--- src/pkg/dcu_defs.svh ---
// Offsets, field positions, reset values and timing counts for the bias DAC update control.
// Assumes a 32-bit Avalon-MM register bus with byte addresses and a 125 MHz core clock.
`ifndef DCU_DEFS_SVH
`define DCU_DEFS_SVH

`define DCU_NCH            8
`define DCU_CODE_W         13
`define DCU_LIM_W          6
`define DCU_ALARM_W        4

`define DCU_OFS_CHANNEL_POWER_ENABLE_REG     8'h00
`define DCU_OFS_SYNC_CFG   8'h04
`define DCU_OFS_TRIGGER    8'h08
`define DCU_OFS_BCAST      8'h0c
`define DCU_OFS_LIMIT      8'h10
`define DCU_OFS_OUT_CTRL   8'h14
`define DCU_OFS_FLEX_CFG   8'h18
`define DCU_OFS_AUTO_OFF   8'h1c
`define DCU_OFS_BUF_BASE   8'h20
`define DCU_OFS_ACT_BASE   8'h40
`define DCU_OFS_STATUS     8'h60
`define DCU_OFS_WIN_MASK   8'he0

`define DCU_SYNC_BC_POS    8
`define DCU_TRIG_SW_POS    0
`define DCU_OUT_PIN_POS    8
`define DCU_OUT_PA_POS     9
`define DCU_ST_SW_POS      8
`define DCU_ST_PA_POS      16
`define DCU_ST_ALM_POS     17
`define DCU_ST_RNG_POS     18

`define DCU_LIMIT_RST      6'h3f

`define DCU_CLK_NS         8
`define DCU_T_SW_NS        400
`define DCU_T_PA_NS        50
`define DCU_SW_CYC         (`DCU_T_SW_NS / `DCU_CLK_NS)
`define DCU_PA_CYC         (`DCU_T_PA_NS / `DCU_CLK_NS)

`endif

--- src/pkg/dcu_pkg.sv ---
// Types shared by the bias DAC update control.
// Assumes the constants of dcu_defs.svh are used alongside.
package dcu_pkg;

	typedef enum logic [1:0] {
		DCU_BUS_IDLE = 2'b01,
		DCU_BUS_ACK  = 2'b10
	} dcu_bus_t;

	typedef enum logic [1:0] {
		DCU_FLEX_RESET = 2'h0,
		DCU_FLEX_LOAD  = 2'h1,
		DCU_FLEX_ALARM = 2'h2,
		DCU_FLEX_GPIO  = 2'h3
	} dcu_flex_t;

endpackage : dcu_pkg

--- src/dcu_top.sv ---
// Code, power, switch and update control for eight bias DAC channels in two groups.
// Assumes an Avalon-MM master on core_clk and pins already synchronous to core_clk.
//
// The Avalon-MM register port and the placing of the registers are this design's own decisions.
`timescale 1ns/1ns
`include "dcu_defs.svh"

module dcu_top #(
	parameter int NCH     = `DCU_NCH,
	parameter int CODE_W  = `DCU_CODE_W,
	parameter int LIM_W   = `DCU_LIM_W,
	parameter int ALARM_W = `DCU_ALARM_W
) (
	input  wire logic                       core_clk,
	input  wire logic                       rst,
	input  wire logic [7:0]                 avs_address,
	input  wire logic                       avs_read,
	input  wire logic                       avs_write,
	input  wire logic [31:0]                avs_writedata,
	input  wire logic [3:0]                 avs_byteenable,
	output logic      [31:0]                avs_readdata,
	output logic                            avs_waitrequest,
	input  wire logic [1:0]                 switch_drive_enable_pin,
	input  wire logic                       multifunction_pin,
	input  wire logic [ALARM_W-1:0]         supply_alarm_status,
	input  wire logic [1:0]                 group_range_neg,
	output logic      [NCH-1:0][CODE_W-1:0] dac_code,
	output logic      [NCH-1:0]             buffer_power_on,
	output logic      [NCH-1:0]             clamp_on,
	output logic      [NCH-1:0]             switch_on,
	output logic                            amplifier_on_output
);

	localparam int SW_MAX = `DCU_SW_CYC;
	localparam int PA_MAX = `DCU_PA_CYC;
	localparam int LO_W   = CODE_W - LIM_W;

	typedef struct packed {
		dcu_pkg::dcu_bus_t          bus;
		logic [31:0]                rdata;
		logic [NCH-1:0]             channel_power_enable_reg;
		logic [NCH-1:0]             sync_en;
		logic [NCH-1:0]             bcast_en;
		logic [NCH-1:0]             sw_on;
		logic [NCH-1:0]             auto_off;
		logic                       pin_ctrl;
		logic                       pa_req;
		logic [1:0]                 flex_mode;
		logic [LIM_W-1:0]           limit;
		logic [CODE_W-1:0]          bcast;
		logic [NCH-1:0][CODE_W-1:0] buf_code;
		logic [NCH-1:0][CODE_W-1:0] pend;
		logic [NCH-1:0][CODE_W-1:0] act;
		logic                       flex_prev;
		logic [NCH-1:0]             pwr_q;
		logic [NCH-1:0]             sw_q;
		logic                       pa_q;
	} dcu_state_t;

	function automatic dcu_state_t rst_state();
		dcu_state_t r;
		r           = '0;
		r.bus       = dcu_pkg::DCU_BUS_IDLE;
		r.limit     = LIM_W'(`DCU_LIMIT_RST);
		r.flex_mode = dcu_pkg::DCU_FLEX_RESET;
		r.flex_prev = 1'b1;
		return r;
	endfunction : rst_state

	localparam dcu_state_t ST_RST = rst_state();

	// Upper bits above the limit are pulled down to it; low bits pass untouched
	function automatic logic [CODE_W-1:0] lim_code(
		input logic [CODE_W-1:0] c,
		input logic [LIM_W-1:0]  l
	);
		if (c[CODE_W-1 -: LIM_W] > l) begin
			return {l, c[LO_W-1:0]};
		end
		return c;
	endfunction : lim_code

	dcu_state_t        s_r;
	dcu_state_t        s_nxt;
	logic [31:0]       cur_rd;
	logic [31:0]       bmask;
	logic [31:0]       wval;
	logic [CODE_W-1:0] wcode;
	logic [CODE_W-1:0] wlim;
	logic              wr_go;
	logic              alarm_any;
	logic              load_trig;
	logic              sw_trig;
	logic              soft_rst;
	logic              in_buf;
	logic              in_act;
	logic [2:0]        ch_sel;

	assign wr_go     = avs_write && (s_r.bus == dcu_pkg::DCU_BUS_ACK);
	assign alarm_any = |supply_alarm_status;
	assign in_buf    = (avs_address & `DCU_OFS_WIN_MASK) == `DCU_OFS_BUF_BASE;
	assign in_act    = (avs_address & `DCU_OFS_WIN_MASK) == `DCU_OFS_ACT_BASE;
	assign ch_sel    = avs_address[4:2];
	// Active-low load strobe is taken on its falling edge so a held level fires once
	assign load_trig = (s_r.flex_mode == dcu_pkg::DCU_FLEX_LOAD)
		&& s_r.flex_prev && !multifunction_pin;
	assign soft_rst  = (s_r.flex_mode == dcu_pkg::DCU_FLEX_RESET) && !multifunction_pin;
	assign sw_trig   = wr_go && (avs_address == `DCU_OFS_TRIGGER)
		&& wval[`DCU_TRIG_SW_POS];
	assign wcode     = wval[CODE_W-1:0];
	assign wlim      = lim_code(wcode, s_r.limit);

	always_comb begin
		bmask = {{8{avs_byteenable[3]}}, {8{avs_byteenable[2]}},
			{8{avs_byteenable[1]}}, {8{avs_byteenable[0]}}};
		wval  = (cur_rd & ~bmask) | (avs_writedata & bmask);
	end

	// Read mux; also the old value for byte-lane merging on writes
	always_comb begin
		cur_rd = 32'h0000_0000;
		if (in_buf) begin
			cur_rd[CODE_W-1:0] = s_r.buf_code[ch_sel];
		end else if (in_act) begin
			cur_rd[CODE_W-1:0] = s_r.act[ch_sel];
		end else begin
			unique case (avs_address)
				`DCU_OFS_CHANNEL_POWER_ENABLE_REG: begin
					cur_rd[NCH-1:0] = s_r.channel_power_enable_reg;
				end
				`DCU_OFS_SYNC_CFG: begin
					cur_rd[NCH-1:0] = s_r.sync_en;
					cur_rd[`DCU_SYNC_BC_POS +: NCH] = s_r.bcast_en;
				end
				`DCU_OFS_BCAST: begin
					cur_rd[CODE_W-1:0] = s_r.bcast;
				end
				`DCU_OFS_LIMIT: begin
					cur_rd[LIM_W-1:0] = s_r.limit;
				end
				`DCU_OFS_OUT_CTRL: begin
					cur_rd[NCH-1:0] = s_r.sw_on;
					cur_rd[`DCU_OUT_PIN_POS] = s_r.pin_ctrl;
					cur_rd[`DCU_OUT_PA_POS] = s_r.pa_req;
				end
				`DCU_OFS_FLEX_CFG: begin
					cur_rd[1:0] = s_r.flex_mode;
				end
				`DCU_OFS_AUTO_OFF: begin
					cur_rd[NCH-1:0] = s_r.auto_off;
				end
				`DCU_OFS_STATUS: begin
					cur_rd[NCH-1:0] = s_r.pwr_q;
					cur_rd[`DCU_ST_SW_POS +: NCH] = s_r.sw_q;
					cur_rd[`DCU_ST_PA_POS] = s_r.pa_q;
					cur_rd[`DCU_ST_ALM_POS] = alarm_any;
					cur_rd[`DCU_ST_RNG_POS +: 2] = group_range_neg;
				end
				default: begin
					// Trigger reads as zero, unmapped words likewise
					cur_rd = 32'h0000_0000;
				end
			endcase
		end
	end

	always_comb begin
		s_nxt = s_r;
		s_nxt.flex_prev = multifunction_pin;
		unique case (s_r.bus)
			dcu_pkg::DCU_BUS_IDLE: begin
				if (avs_read || avs_write) begin
					s_nxt.bus = dcu_pkg::DCU_BUS_ACK;
					s_nxt.rdata = avs_read ? cur_rd : 32'h0000_0000;
				end
			end
			dcu_pkg::DCU_BUS_ACK: begin
				s_nxt.bus = dcu_pkg::DCU_BUS_IDLE;
			end
			default: begin
				s_nxt.bus = dcu_pkg::DCU_BUS_IDLE;
			end
		endcase
		// Deferred channels take their pending code, on the load strobe channels 0 and 2 only; a write in this cycle wins after
		for (int k = 0; k < NCH; k++) begin
			if (s_r.sync_en[k] && (sw_trig || (load_trig && (k == 0 || k == 2)))) begin
				s_nxt.act[k] = s_r.pend[k];
			end
		end
		if (wr_go) begin
			if (in_buf) begin
				s_nxt.buf_code[ch_sel] = wcode;
				s_nxt.pend[ch_sel] = wlim;
				if (!s_r.sync_en[ch_sel]) begin
					s_nxt.act[ch_sel] = wlim;
				end
			end else begin
				unique case (avs_address)
					`DCU_OFS_CHANNEL_POWER_ENABLE_REG: begin
						s_nxt.channel_power_enable_reg = wval[NCH-1:0];
					end
					`DCU_OFS_SYNC_CFG: begin
						s_nxt.sync_en = wval[NCH-1:0];
						s_nxt.bcast_en = wval[`DCU_SYNC_BC_POS +: NCH];
					end
					`DCU_OFS_BCAST: begin
						s_nxt.bcast = wcode;
						for (int k = 0; k < NCH; k++) begin
							if (s_r.bcast_en[k]) begin
								s_nxt.buf_code[k] = wcode;
								s_nxt.pend[k] = wlim;
								s_nxt.act[k] = wlim;
							end
						end
					end
					`DCU_OFS_LIMIT: begin
						s_nxt.limit = wval[LIM_W-1:0];
					end
					`DCU_OFS_OUT_CTRL: begin
						s_nxt.sw_on = wval[NCH-1:0];
						s_nxt.pin_ctrl = wval[`DCU_OUT_PIN_POS];
						s_nxt.pa_req = wval[`DCU_OUT_PA_POS];
					end
					`DCU_OFS_FLEX_CFG: begin
						s_nxt.flex_mode = wval[1:0];
					end
					`DCU_OFS_AUTO_OFF: begin
						s_nxt.auto_off = wval[NCH-1:0];
					end
					default: begin
					end
				endcase
			end
		end
		// Buffers stay off, and outputs clamped, until enabled and, where auto-off is set, free of alarms
		s_nxt.pwr_q = s_r.channel_power_enable_reg & ~(s_r.auto_off & {NCH{alarm_any}});
		for (int k = 0; k < NCH; k++) begin
			// Group A follows the first drive pin, group B the second
			s_nxt.sw_q[k] = s_nxt.pwr_q[k] && (s_r.pin_ctrl
				? switch_drive_enable_pin[k >= NCH / 2] : s_r.sw_on[k]);
		end
		s_nxt.pa_q = s_r.pa_req
			&& !((s_r.flex_mode == dcu_pkg::DCU_FLEX_ALARM) && !multifunction_pin);
		// Reset event from the pin; the bus cycle in flight still completes
		if (soft_rst) begin
			s_nxt = ST_RST;
			s_nxt.bus = s_r.bus == dcu_pkg::DCU_BUS_IDLE && (avs_read || avs_write)
				? dcu_pkg::DCU_BUS_ACK : dcu_pkg::DCU_BUS_IDLE;
			s_nxt.rdata = avs_read ? cur_rd : 32'h0000_0000;
			s_nxt.flex_prev = multifunction_pin;
		end
	end

	always_ff @(posedge core_clk or posedge rst) begin
		if (rst) begin
			s_r <= ST_RST;
		end else begin
			s_r <= s_nxt;
		end
	end

	assign avs_waitrequest     = (avs_read || avs_write) && (s_r.bus != dcu_pkg::DCU_BUS_ACK);
	assign avs_readdata        = s_r.rdata;
	// Code drives the string DAC: out = code/8192 * span + range minimum
	assign dac_code            = s_r.act;
	assign buffer_power_on     = s_r.pwr_q;
	assign clamp_on            = ~s_r.pwr_q;
	assign switch_on           = s_r.sw_q;
	assign amplifier_on_output = s_r.pa_q;

	logic wr_buf0;
	logic full_be;
	assign full_be = avs_byteenable == 4'hf;
	assign wr_buf0 = wr_go && full_be && (avs_address == `DCU_OFS_BUF_BASE) && !soft_rst;
endmodule : dcu_top

--- config.mk ---
export PLATFORM = sky130hd
export DESIGN_NAME = dcu_top
export DESIGN_NICKNAME = d
export VERILOG_FILES = /design/src/pkg/dcu_pkg.sv /design/src/dcu_top.sv
export VERILOG_INCLUDE_DIRS = /design/src /design/src/pkg
export SDC_FILE = /design/constraint.sdc
export NUM_CORES = 1
export LEC_CHECK = 0
export BUFFER_PORTS_ARGS = -buffer_cell sky130_fd_sc_hd__buf_2
export CAP_MARGIN = 10
export CORE_ASPECT_RATIO = 1.1
export CORE_MARGIN = 1.5
export CORE_UTILIZATION = 50
export CTS_CLUSTER_SIZE = 8
export DETAILED_ROUTE_END_ITERATION = 10
export MAX_ROUTING_LAYER = met4
export PLACE_DENSITY = 0.77
export SYNTH_ARGS = -nofsm -noshare
export SYNTH_HDL_FRONTEND = slang
export SYNTH_SLANG_ARGS = --single-unit
export TNS_END_PERCENT = 10
--- constraint.sdc ---
create_clock -name core_clk -period 18.9 [get_ports core_clk]
set_clock_uncertainty 0.2 [all_clocks]
set_input_delay 3.78 -clock core_clk [delete_from_list [all_inputs] [get_ports core_clk]]
set_output_delay 3.78 -clock core_clk [all_outputs]
set_load 0.02 [all_outputs]
Word-level counts from Yosys, hierarchy flattened
Cells that the tools add are included.
Widths: inputs -> output; s select.
{"block": "totals", "reg_bits": 427, "latch_bits": 0, "ramBits": 0, "romBits": 0, "output_inout_bits": 162, "elab_cells": 220, "n_memories": 0}
{"block": "op_classes", "add_sub_neg": 0, "mul": 0, "div": 0, "magnitude_cmp": 3, "eq_ne": 17, "n_shift": 0, "muxes": 83, "bitwise": 8, "reduce_logical": 69}
{"operator": "$mux 13", "count": 39}
{"operator": "$mux 427", "count": 1}
{"operator": "$mux 375", "count": 1}
{"operator": "$mux 325", "count": 1}
{"operator": "$bwmux 104", "count": 3}
{"operator": "$mux 312", "count": 1}
{"operator": "$mux 104", "count": 1}
{"operator": "$bmux 13 s3", "count": 2}
{"operator": "$mux 32", "count": 2}
{"operator": "$mux 63", "count": 1}
{"operator": "$reduce_and 3->1", "count": 15}
{"operator": "$demux 13 s3", "count": 1}
{"operator": "$mux 34", "count": 1}
{"operator": "$and 16x16->16", "count": 2}
{"operator": "$eq 8x5->1 const B", "count": 4}
{"operator": "$pmux 4 s7", "count": 1}
{"operator": "$logic_and 1x1->1", "count": 27}
{"operator": "$reduce_bool 3->1", "count": 9}
{"operator": "$mux 8", "count": 3}
{"operator": "$reduce_bool 2->1", "count": 10}
{"operator": "$and 8x8->8", "count": 2}
{"operator": "$eq 8x4->1 const B", "count": 2}
{"operator": "$mux 16", "count": 1}
{"operator": "$not 16->16", "count": 1}
{"operator": "other kinds (30)", "count": 49}

Longest topological paths before layout
Gate-level depths: netlist of run 1.
{"block": "depth", "ltp_word": 15, "ltp_mapped": 20, "ltp_nobuf": 15}

Least setup slack after synthesis of run 1
Ideal clock, no wire load.
{"block": "synth_timing", "path_kind": "input to register", "startpoint": "input avs_address[2]", "endpoint": "register s_r (netlist bit dac_code[90])", "setup_time_ps": 67, "arrival_time_ps": 7903, "slack_ps": 10731, "stages": 19, "n_path_buf": 5, "cell_sequence": "buf_2 > buf_2 > buf_4 > buf_4 > mux2i_1 > nor2_1 > a2111oi_0 > mux2_2 > clkbuf_1 > inv_1 > ha_1 > and3_1 > nand4_1 > o21ai_0 > a31oi_1 > mux2i_2 > inv_1 > o22ai_1 > o311a_1"}
{"element": "start: declaration", "line_no": "dcu_top.sv:16", "source": "input wire logic [7:0] avs_address,"}
{"element": "end signal: assignment", "line_no": "dcu_top.sv:258", "source": "s_r <= s_nxt;"}
{"element": "end: declaration", "line_no": "dcu_top.sv:83", "source": "dcu_state_t s_r;"}

==> summary.md, run 1 <==
| Metric | Value |
|---|---|
| Post-synth ARST share | `100.0%` |
| Clock slew at reported path FFs | `0.06 ns` |
| Syn avg cell area | `9.957 µm²` |
| Via Count | `16.70k` |
| TritonCTS Buffers | `50` |
| Num ports | `between 200 and 250` |
| PwrDens | `85.39 nW/µm²` |
| Final hold viol count | `0` |
| CP Launch Type | `input pin` |
| Hold Path Class | `flop to flop` |
| Worst-path maximum fanout | `35` |
| MaxCap Viol Count | `0` |
| Core box area | `38,290 µm²` |
| Worst VDD drop | `73.86 µV` |
| Cells after Synth | `1,955` |
| Hold Buf Count CTS | `0` |
| Sw power | `484.1 µW` |
| DRT iter0 DRCs | `2,418` |
| RSZ-0062 raised after global routing | `no` |
| Sink Count | `between 300 and 400` |
| Synth cell types | `79` |
| Worst-skew pair later-pin latency | `0.58 ns` |
| Largest net degree at the start of global routing | `~140` |
| Leak | `9.722 nW` |
| Die Y | `209.9 µm` |
| Overall Global Routing Usage | `34.67%` |
| Initial antenna violation count | `1` |
| Yosys warns | `0` |
| CP max stage delay | `approximately 0.95 ns` |
| Synth Flop Type | `dfrtp_1` |
| Synth Cell Area | `19,470 µm²` |
| Detailed placement HPWL | `45.22 mm` |
| Status | `completed` |
| Busiest grt layer | `met2` |
| Logic pwr share | `10.0%` |
| Crit path arrival time | `around 10 ns` |
| Worst Tran Pin Value | `about 1.3 ns` |
| Placed insts | `2,386` |
| Slowest-stage cell, CP | `a2111oi_0` |
| Met2 GRT Util | `between 50% and 60%` |
| CTS Root Cell | `clkbuf_16` |
| Post-CTS setup buffer count | `0` |
| Synth top area cells | `dfrtp_1, buf_4, mux4_2, nand2_1, a22o_1` |
| Top Family by Delay on Critical Path | `compound AO/OA/AOI/OAI gates` |
| Fmax | `~100 MHz` |
| Rel. slew slack | `15.65%` |
| Pre-CTS WS | `roughly 9 ns` |
| CTS H-tree lvls | `2` |
| Area grow syn2layout | `7.668%` |
| TritonCTS clock tree | `built` |
| Number of port buffers | `188` |
| NumNets Final | `2,002` |
| Post-cts resize count | `0` |
| Max clock buf depth | `3` |
| Final Worst Setup Slack | `9.191 ns` |
| Crit share post-route | `51.37%` |
| CP dominant cell by count | `buf_4` |
| Crit path required time | `19.21 ns` |
| CP endpoint kind | `flop` |
| Synthesis-stage register bit count | `359` |
| Tmin final | `9.709 ns` |
| Die ar. | `40,130 µm²` |
| Non-filler cells, final | `between 2k and 2.5k` |
| Top post-synthesis cells by count | `dfrtp_1, nand2_1, o21ai_0` |
| Sw Share | `27.05%` |
| Max Slew Vio Count | `0` |
| DRT antenna net count | `0` |
| DR vias/cell | `6.763` |
| DR WL/cell | `approximately 27 µm` |
| WS Path Type | `input pin to flop` |
| Cell Int Power | `around 1.3 mW` |
| Die Span X | `between 150 and 200 µm` |
| Met1 Track Usage GR | `45.90%` |
| Synth area leader | `dfrtp_1` |
| Vias in the first global route | `16.18k` |
| Post-synth EDFFs | `0` |
| First-pass GRT wire length | `100.9 mm` |
| Routed WL | `67.68 mm` |
| R2R setup slack | `13.11 ns` |
| Met3 Use GR | `6.827%` |
| Initial Util | `50.84%` |
| Top cell type's share of synthesized area | `45.12%` |
| Setup TNS | `0 ns` |
| Share of layout cells above drive strength 1 | `20.37%` |
| Worst-path cell chain | `buf_4, buf_4, mux4_2, mux2i_1, nor2_1, a2111oi_0, mux2_2, inv_1, ha_1, and3_1, nand4_1, o21ai_0, a31oi_1, mux2i_2, buf_4, inv_1, o22ai_1, o311a_1` |
| Seq/Total Area, Yosys | `46.20%` |
| Clock power share | `45.9%` |
| Flop pwr share | `~44%` |
| DR pass1 iterations | `9` |
| Rows | `75` |
| Most common cell in the netlist | `dfrtp_1` |
| Crit path buf inv count | `5` |
| Final number of setup-violating endpoints | `0` |
| Final Wtd Congestion | `1.014` |
| DRC viols | `0` |
| Total grt overflow | `0` |
-- routing by layer --
metal	part of all wire, %	vias to the layer above
li1	-	6908
met1	38	8372
met2	45	1225
met3	11	199
met4	5.1	0
met5	0	-
-- cell usage in the layout, fill, tap and decap left out, types with 6 or more instances in the layout --
master,Yosys,routed
dfrtp_1,351,351
nand2_1,253,253
buf_2,48,186
o21ai_0,167,166
nor2_1,135,132
a22o_1,107,107
mux2i_1,76,76
a21oi_1,69,68
nand3_1,68,68
mux4_2,50,50
clkbuf_16,0,50
buf_4,166,49
a311oi_1,47,47
a211oi_1,29,29
clkbuf_1,90,29
inv_1,27,26
mux2_2,23,23
o22ai_1,18,18
nor3_1,19,18
or3_1,14,14
conb_1,1,12
a31oi_1,10,10
nand2b_1,10,10
a211o_1,10,10
and3_1,9,9
o21ai_1,8,9
a221oi_1,8,8
a21boi_0,8,8
dfstp_2,8,8
a22oi_1,7,7
o211ai_1,7,7
o31ai_1,8,7
nand3b_1,6,6
and2_1,6,6
ha_1,6,6
-- path summary, 6_finish.rpt --
kind                                  from               to  depth (start not counted)
setup / recovery            avs_address[3]     dac_code[90]                         18
hold / removal             avs_readdata[2]  avs_readdata[2]                          2
setup reg to reg                  s_r[328]     dac_code[90]                         16
hold reg to reg            avs_readdata[2]  avs_readdata[2]                          2
max in group asynchronous              rst     dac_code[52]                          4
min in group asynchronous              rst  avs_readdata[2]                          2
-- cell type report --
cell class	instances	area [µm²]
sequential	359	8994
antenna	1	2.502
fill	3359	17330
inverter	30	120.1
clock inverter	3	33.78
clock buffer	79	1360
timing repair buffer	236	1310
tap	500	625.6
multi-input combinational	1262	8513
-- flip-flops by register name, summed over array words and instances (netlist names) --
register and flops:
amplifier_on_output 1, s_r 218, switch_on 8, buffer_power_on 8, dac_code 104, avs_readdata 20
-- worst reg2reg max path, delay by kind of cell (launching register included) --
family,cells,cell delay [ns]
buf+inv,3,0.61
mux,4,1.67
fa+ha+maj,1,0.29
compound gates,5,2.21
simple gates,3,0.39
flops,1,0.38
-- cell families after synthesis --
logic type | Yosys count | synth area share, %
fa+ha+maj | 6 | 0.3856
simple gates | 553 | 12.57
other cells | 1 | 0.01926
compound gates | 536 | 18.83
flops | 359 | 46.20
xor+xnor | 1 | 0.04500
mux | 154 | 11.51
buf+inv | 345 | 10.44
-- stage by stage --
| step | cell area [µm²] | power (mW) | hold slack [ns] | util [%] |
|---|---|---|---|---|
| after global routing | 20960 | 1.836 | 0.3026 | 54.74 |
| after floorplan | 19510 | 0.9180 | 0.2418 | - |
| after detailed placement | 19550 | 0.9745 | 0.2630 | 51.07 |
| after CTS | 20950 | 1.789 | 0.2738 | 54.71 |
| final | 20960 | 1.790 | 0.2729 | 54.74 |
| after global placement | 19550 | 0.9714 | 0.2552 | 51.07 |
-- power groups by stage --
stage	registers (mW)	clock network [mW]	logic, mW
4_1_cts	0.789	0.827	0.174
5_1_grt	0.789	0.859	0.188
2_1_floorplan	0.799	0	0.119
3_3_place_gp	0.800	0	0.171
3_5_place_dp	0.801	0	0.173
6_report	0.789	0.822	0.179
No activity file was read; power rests on OpenSTA's default activity.
==> inputs of run 2 (changes only) <==
--- a/config.mk
+++ b/config.mk
@@ -14,7 +14,7 @@
 export CTS_CLUSTER_SIZE = 8
 export DETAILED_ROUTE_END_ITERATION = 10
 export MAX_ROUTING_LAYER = met4
-export PLACE_DENSITY = 0.77
+export PLACE_DENSITY = 0.8
 export SYNTH_ARGS = -nofsm -noshare
 export SYNTH_HDL_FRONTEND = slang
 export SYNTH_SLANG_ARGS = --single-unit
==> constraint.sdc (replaced) <==
create_clock -name core_clk -period 8.6 [get_ports core_clk]
set_clock_uncertainty 0.2 [all_clocks]
set_input_delay 1.72 -clock core_clk [delete_from_list [all_inputs] [get_ports core_clk]]
set_output_delay 1.72 -clock core_clk [all_outputs]
set_load 0.02 [all_outputs]
==> run 2 against run 1 <==
Count of clock-buffer cells in the layout is 12 lower; register-to-register slack got worse by 9.6 ns; cell area decreased by 0.17%; clock power is 120% higher; non-clock buffer count decreased by 5; core utilization is 0.095 points lower; hold slack gained 0.00053 ns.
==> summary.md, run 2 (synthesis gave the netlist of run 1 again) <==
| Metric | Value |
|---|---|
| First-pass GRT wire length | `98.21 mm (was 100.9 mm)` |
| Initial antenna violation count | `0 (was 1)` |
| Top Family by Delay on Critical Path | `buffers and inverters (was compound AO/OA/AOI/OAI gates)` |
| Commonest non-fill, non-tap cells in the layout | `dfrtp_1, nand2_1, buf_2, o21ai_0, nor2_1 (unchanged)` |
| R2r endpoint | `dac_code[90] (unchanged)` |
| R2R setup slack | `3.51 ns (was 13.11 ns)` |
| Hold Buf Count CTS | `0 (unchanged)` |
| Crit path buf inv count | `6 (was 5)` |
| Crit path arrival time | `6.88 ns (was 10.02 ns)` |
| Ant. Diodes | `0 (was 1)` |
| Max reg flops | `218 (unchanged)` |
| Leak | `9.690 nW (was 9.722 nW)` |
| CTS Root Cell | `clkbuf_16 (unchanged)` |
| Share of layout cells above drive strength 1 | `20.39% (was 20.37%)` |
| CP Launch Type | `input pin (unchanged)` |
| Worst-skew pair later-pin latency | `0.59 ns (was 0.58 ns)` |
| Final Worst Setup Slack | `2.037 ns (was 9.191 ns)` |
| Total grt overflow | `0 (unchanged)` |
| Core box area | `38,290 µm² (unchanged)` |
| TritonCTS Buffers | `50 (unchanged)` |
| Hold_sp | `avs_readdata[13] (was avs_readdata[2])` |
| Clock slew at reported path FFs | `0.05 ns (was 0.06 ns)` |
| Worst-path maximum fanout | `42 (was 35)` |
| Met1 Track Usage GR | `44.18% (was 45.90%)` |
| Final Wtd Congestion | `1.043 (was 1.014)` |
| Tmin final | `6.563 ns` |
| RR Startpoint | `s_r[328] (unchanged)` |
| Met3 Use GR | `8.242% (was 6.827%)` |
| Reg with most FFs | `s_r (unchanged)` |
| Rows | `75 (unchanged)` |
| NumNets Final | `1,997 (was 2,002)` |
| Hold Path Class | `flop to flop (unchanged)` |
| Crit path required time | `8.92 ns (was 19.21 ns)` |
| RSZ-0062 raised after global routing | `no (unchanged)` |
| Fmax | `~150 MHz` |
| Post-CTS setup buffer count | `0 (unchanged)` |
| Critical Path Stages | `18 (unchanged)` |
| TritonCTS clock tree | `built (unchanged)` |
| Rel. slew slack | `17.28% (was 15.65%)` |
| Vias in the first global route | `15.95k (was 16.18k)` |
| Routed WL | `66.59 mm (was 67.68 mm)` |
| Num ports | `219 (unchanged)` |
| Final hold viol count | `0 (unchanged)` |
| Post-route cell area | `20,920 µm² (was 20,960 µm²)` |
| CTS H-tree lvls | `2 (unchanged)` |
| MaxCap Viol Count | `0 (unchanged)` |
| DR WL/cell | `27.16 µm (was 27.40 µm)` |
| Number of port buffers | `188 (unchanged)` |
| DR vias/cell | `6.797 (was 6.763)` |
| DRC viols | `0 (unchanged)` |
| Commonest non-fill, non-tap cell in the layout | `dfrtp_1 (unchanged)` |
| Die Span X | `191.1 µm (unchanged)` |
| Worst Setup SP | `avs_address[2] (was avs_address[3])` |
| Reg2Reg Depth | `17 (was 16)` |
| Area grow syn2layout | `7.482% (was 7.668%)` |
| Die ar. | `40,130 µm² (unchanged)` |
| Sink Count | `359 (unchanged)` |
| Max Slew Vio Count | `0 (unchanged)` |
| Detailed placement HPWL | `44.82 mm (was 45.22 mm)` |
| PwrDens | `187.4 nW/µm² (was 85.39 nW/µm²)` |
| Post-cts resize count | `0 (unchanged)` |
| Crit share post-route | `76.31%` |
| DRT antenna net count | `0 (unchanged)` |
| Worst VDD drop | `181.7 µV (was 73.86 µV)` |
| Setup TNS | `0 ns (unchanged)` |
| CP max stage delay | `0.85 ns (was 0.95 ns)` |
| Largest net degree at the start of global routing | `126 (was 137)` |
| Met2 GRT Util | `48.41% (was 51.05%)` |
| CP dominant cell by count | `buf_4 (unchanged)` |
| Final number of setup-violating endpoints | `0 (unchanged)` |
| CP endpoint kind | `flop (unchanged)` |
| Via Count | `16.67k (was 16.70k)` |
| Pre-CTS WS | `1.749 ns (was 8.968 ns)` |
| Worst-path cell chain | `buf_4, buf_4, mux2i_1, nor2_1, a2111oi_0, mux2_2, inv_1, ha_1, and3_1, nand4_1, o21ai_0, a31oi_1, buf_4, mux2i_2, buf_4, inv_1, o22ai_1, o311a_1 (was buf_4, buf_4, mux4_2, mux2i_1, nor2_1, a2111oi_0, mux2_2, inv_1, ha_1, and3_1, nand4_1, o21ai_0, a31oi_1, mux2i_2, buf_4, inv_1, o22ai_1, o311a_1)` |
| Max clock buf depth | `3 (unchanged)` |
| Initial Util | `50.84% (unchanged)` |
| Busiest grt layer | `met2 (unchanged)` |
| WS Path Type | `input pin to flop (unchanged)` |
| Status | `completed (unchanged)` |
| Overall Global Routing Usage | `33.81% (was 34.67%)` |
| Slowest-stage cell, CP | `a2111oi_0 (unchanged)` |
| End point of the critical path | `dac_code[90] (unchanged)` |
| DRT iter0 DRCs | `2,589 (was 2,418)` |
| Post-DP Area | `19,540 µm² (was 19,550 µm²)` |
| Die Y | `209.9 µm (unchanged)` |
| DR pass1 iterations | `6 (was 9)` |
| Worst Tran Pin Value | `1.236 ns (was 1.265 ns)` |
==> run 2: changes by cell type in the layout (fill, tap and decap cells not counted), sizes merged <==
| cell | before | now |
|---|---|---|
| clkbuf | 79 | 67 |
| buf | 236 | 231 |
| diode | 1 | 0 |
| inv | 32 | 31 |
| clkinvlp | 0 | 1 |
==> run 2: how the worst min path moves through the flow <==
| stage | end | slack (ns) | cells after the start |
|---|---|---|---|
| after floorplan | buffer_power_on[4] | 0.24 | 1 |
| after global placement | avs_readdata[18] | 0.26 | 2 |
| after detailed placement | avs_readdata[4] | 0.26 | 2 |
| after CTS | avs_readdata[4] | 0.27 | 2 |
| after global routing | avs_readdata[17] | 0.30 | 2 |
| final | avs_readdata[13] | 0.27 | 2 |
==> run 2: cell type report <==
class	instances	area [µm²]
fill	3293	17360
sequential	359	8994
multi-input combinational	1262	8528
clock buffer	67	1315
timing repair buffer	231	1285
tap	500	625.6
inverter	30	116.4
clock inverter	3	58.81
==> run 2: metal layers <==
layer | vias up | wire length (µm)
li1 | 6881 | -
met1 | 8118 | 24540
met2 | 1406 | 29280
met3 | 261 | 8707
met4 | 0 | 4060
met5 | - | 0
==> run 2: tightest hold or removal path: cells and delay by family (launching register included) <==
kind               cells  cell delay [ns]
DFF                    1             0.33
AOI/OAI and AO/OA      1             0.06
and+or+nand+nor        1             0.04
==> run 2: where the power goes <==
group	internal (mW)	total, mW	switching (mW)	leakage (nW)
clock network	1.05	1.79	0.738	0.662
logic	0.0839	0.392	0.308	4.05
registers	1.72	1.74	0.0203	4.98
total	2.85	3.92	1.07	9.69
==> run 2: through the flow <==
step | total power [mW] | util (%) | std cells | hold WS, ns
2_1_floorplan | 2.018 | - | 1966 | 0.2418
3_3_place_gp | 2.131 | 51.03 | 2381 | 0.2571
3_5_place_dp | 2.139 | 51.03 | 2381 | 0.2605
4_1_cts | 3.911 | 54.62 | 2451 | 0.2709
5_1_grt | 4.015 | 54.65 | 2452 | 0.2970
6_report | 3.920 | 54.65 | 2452 | 0.2734
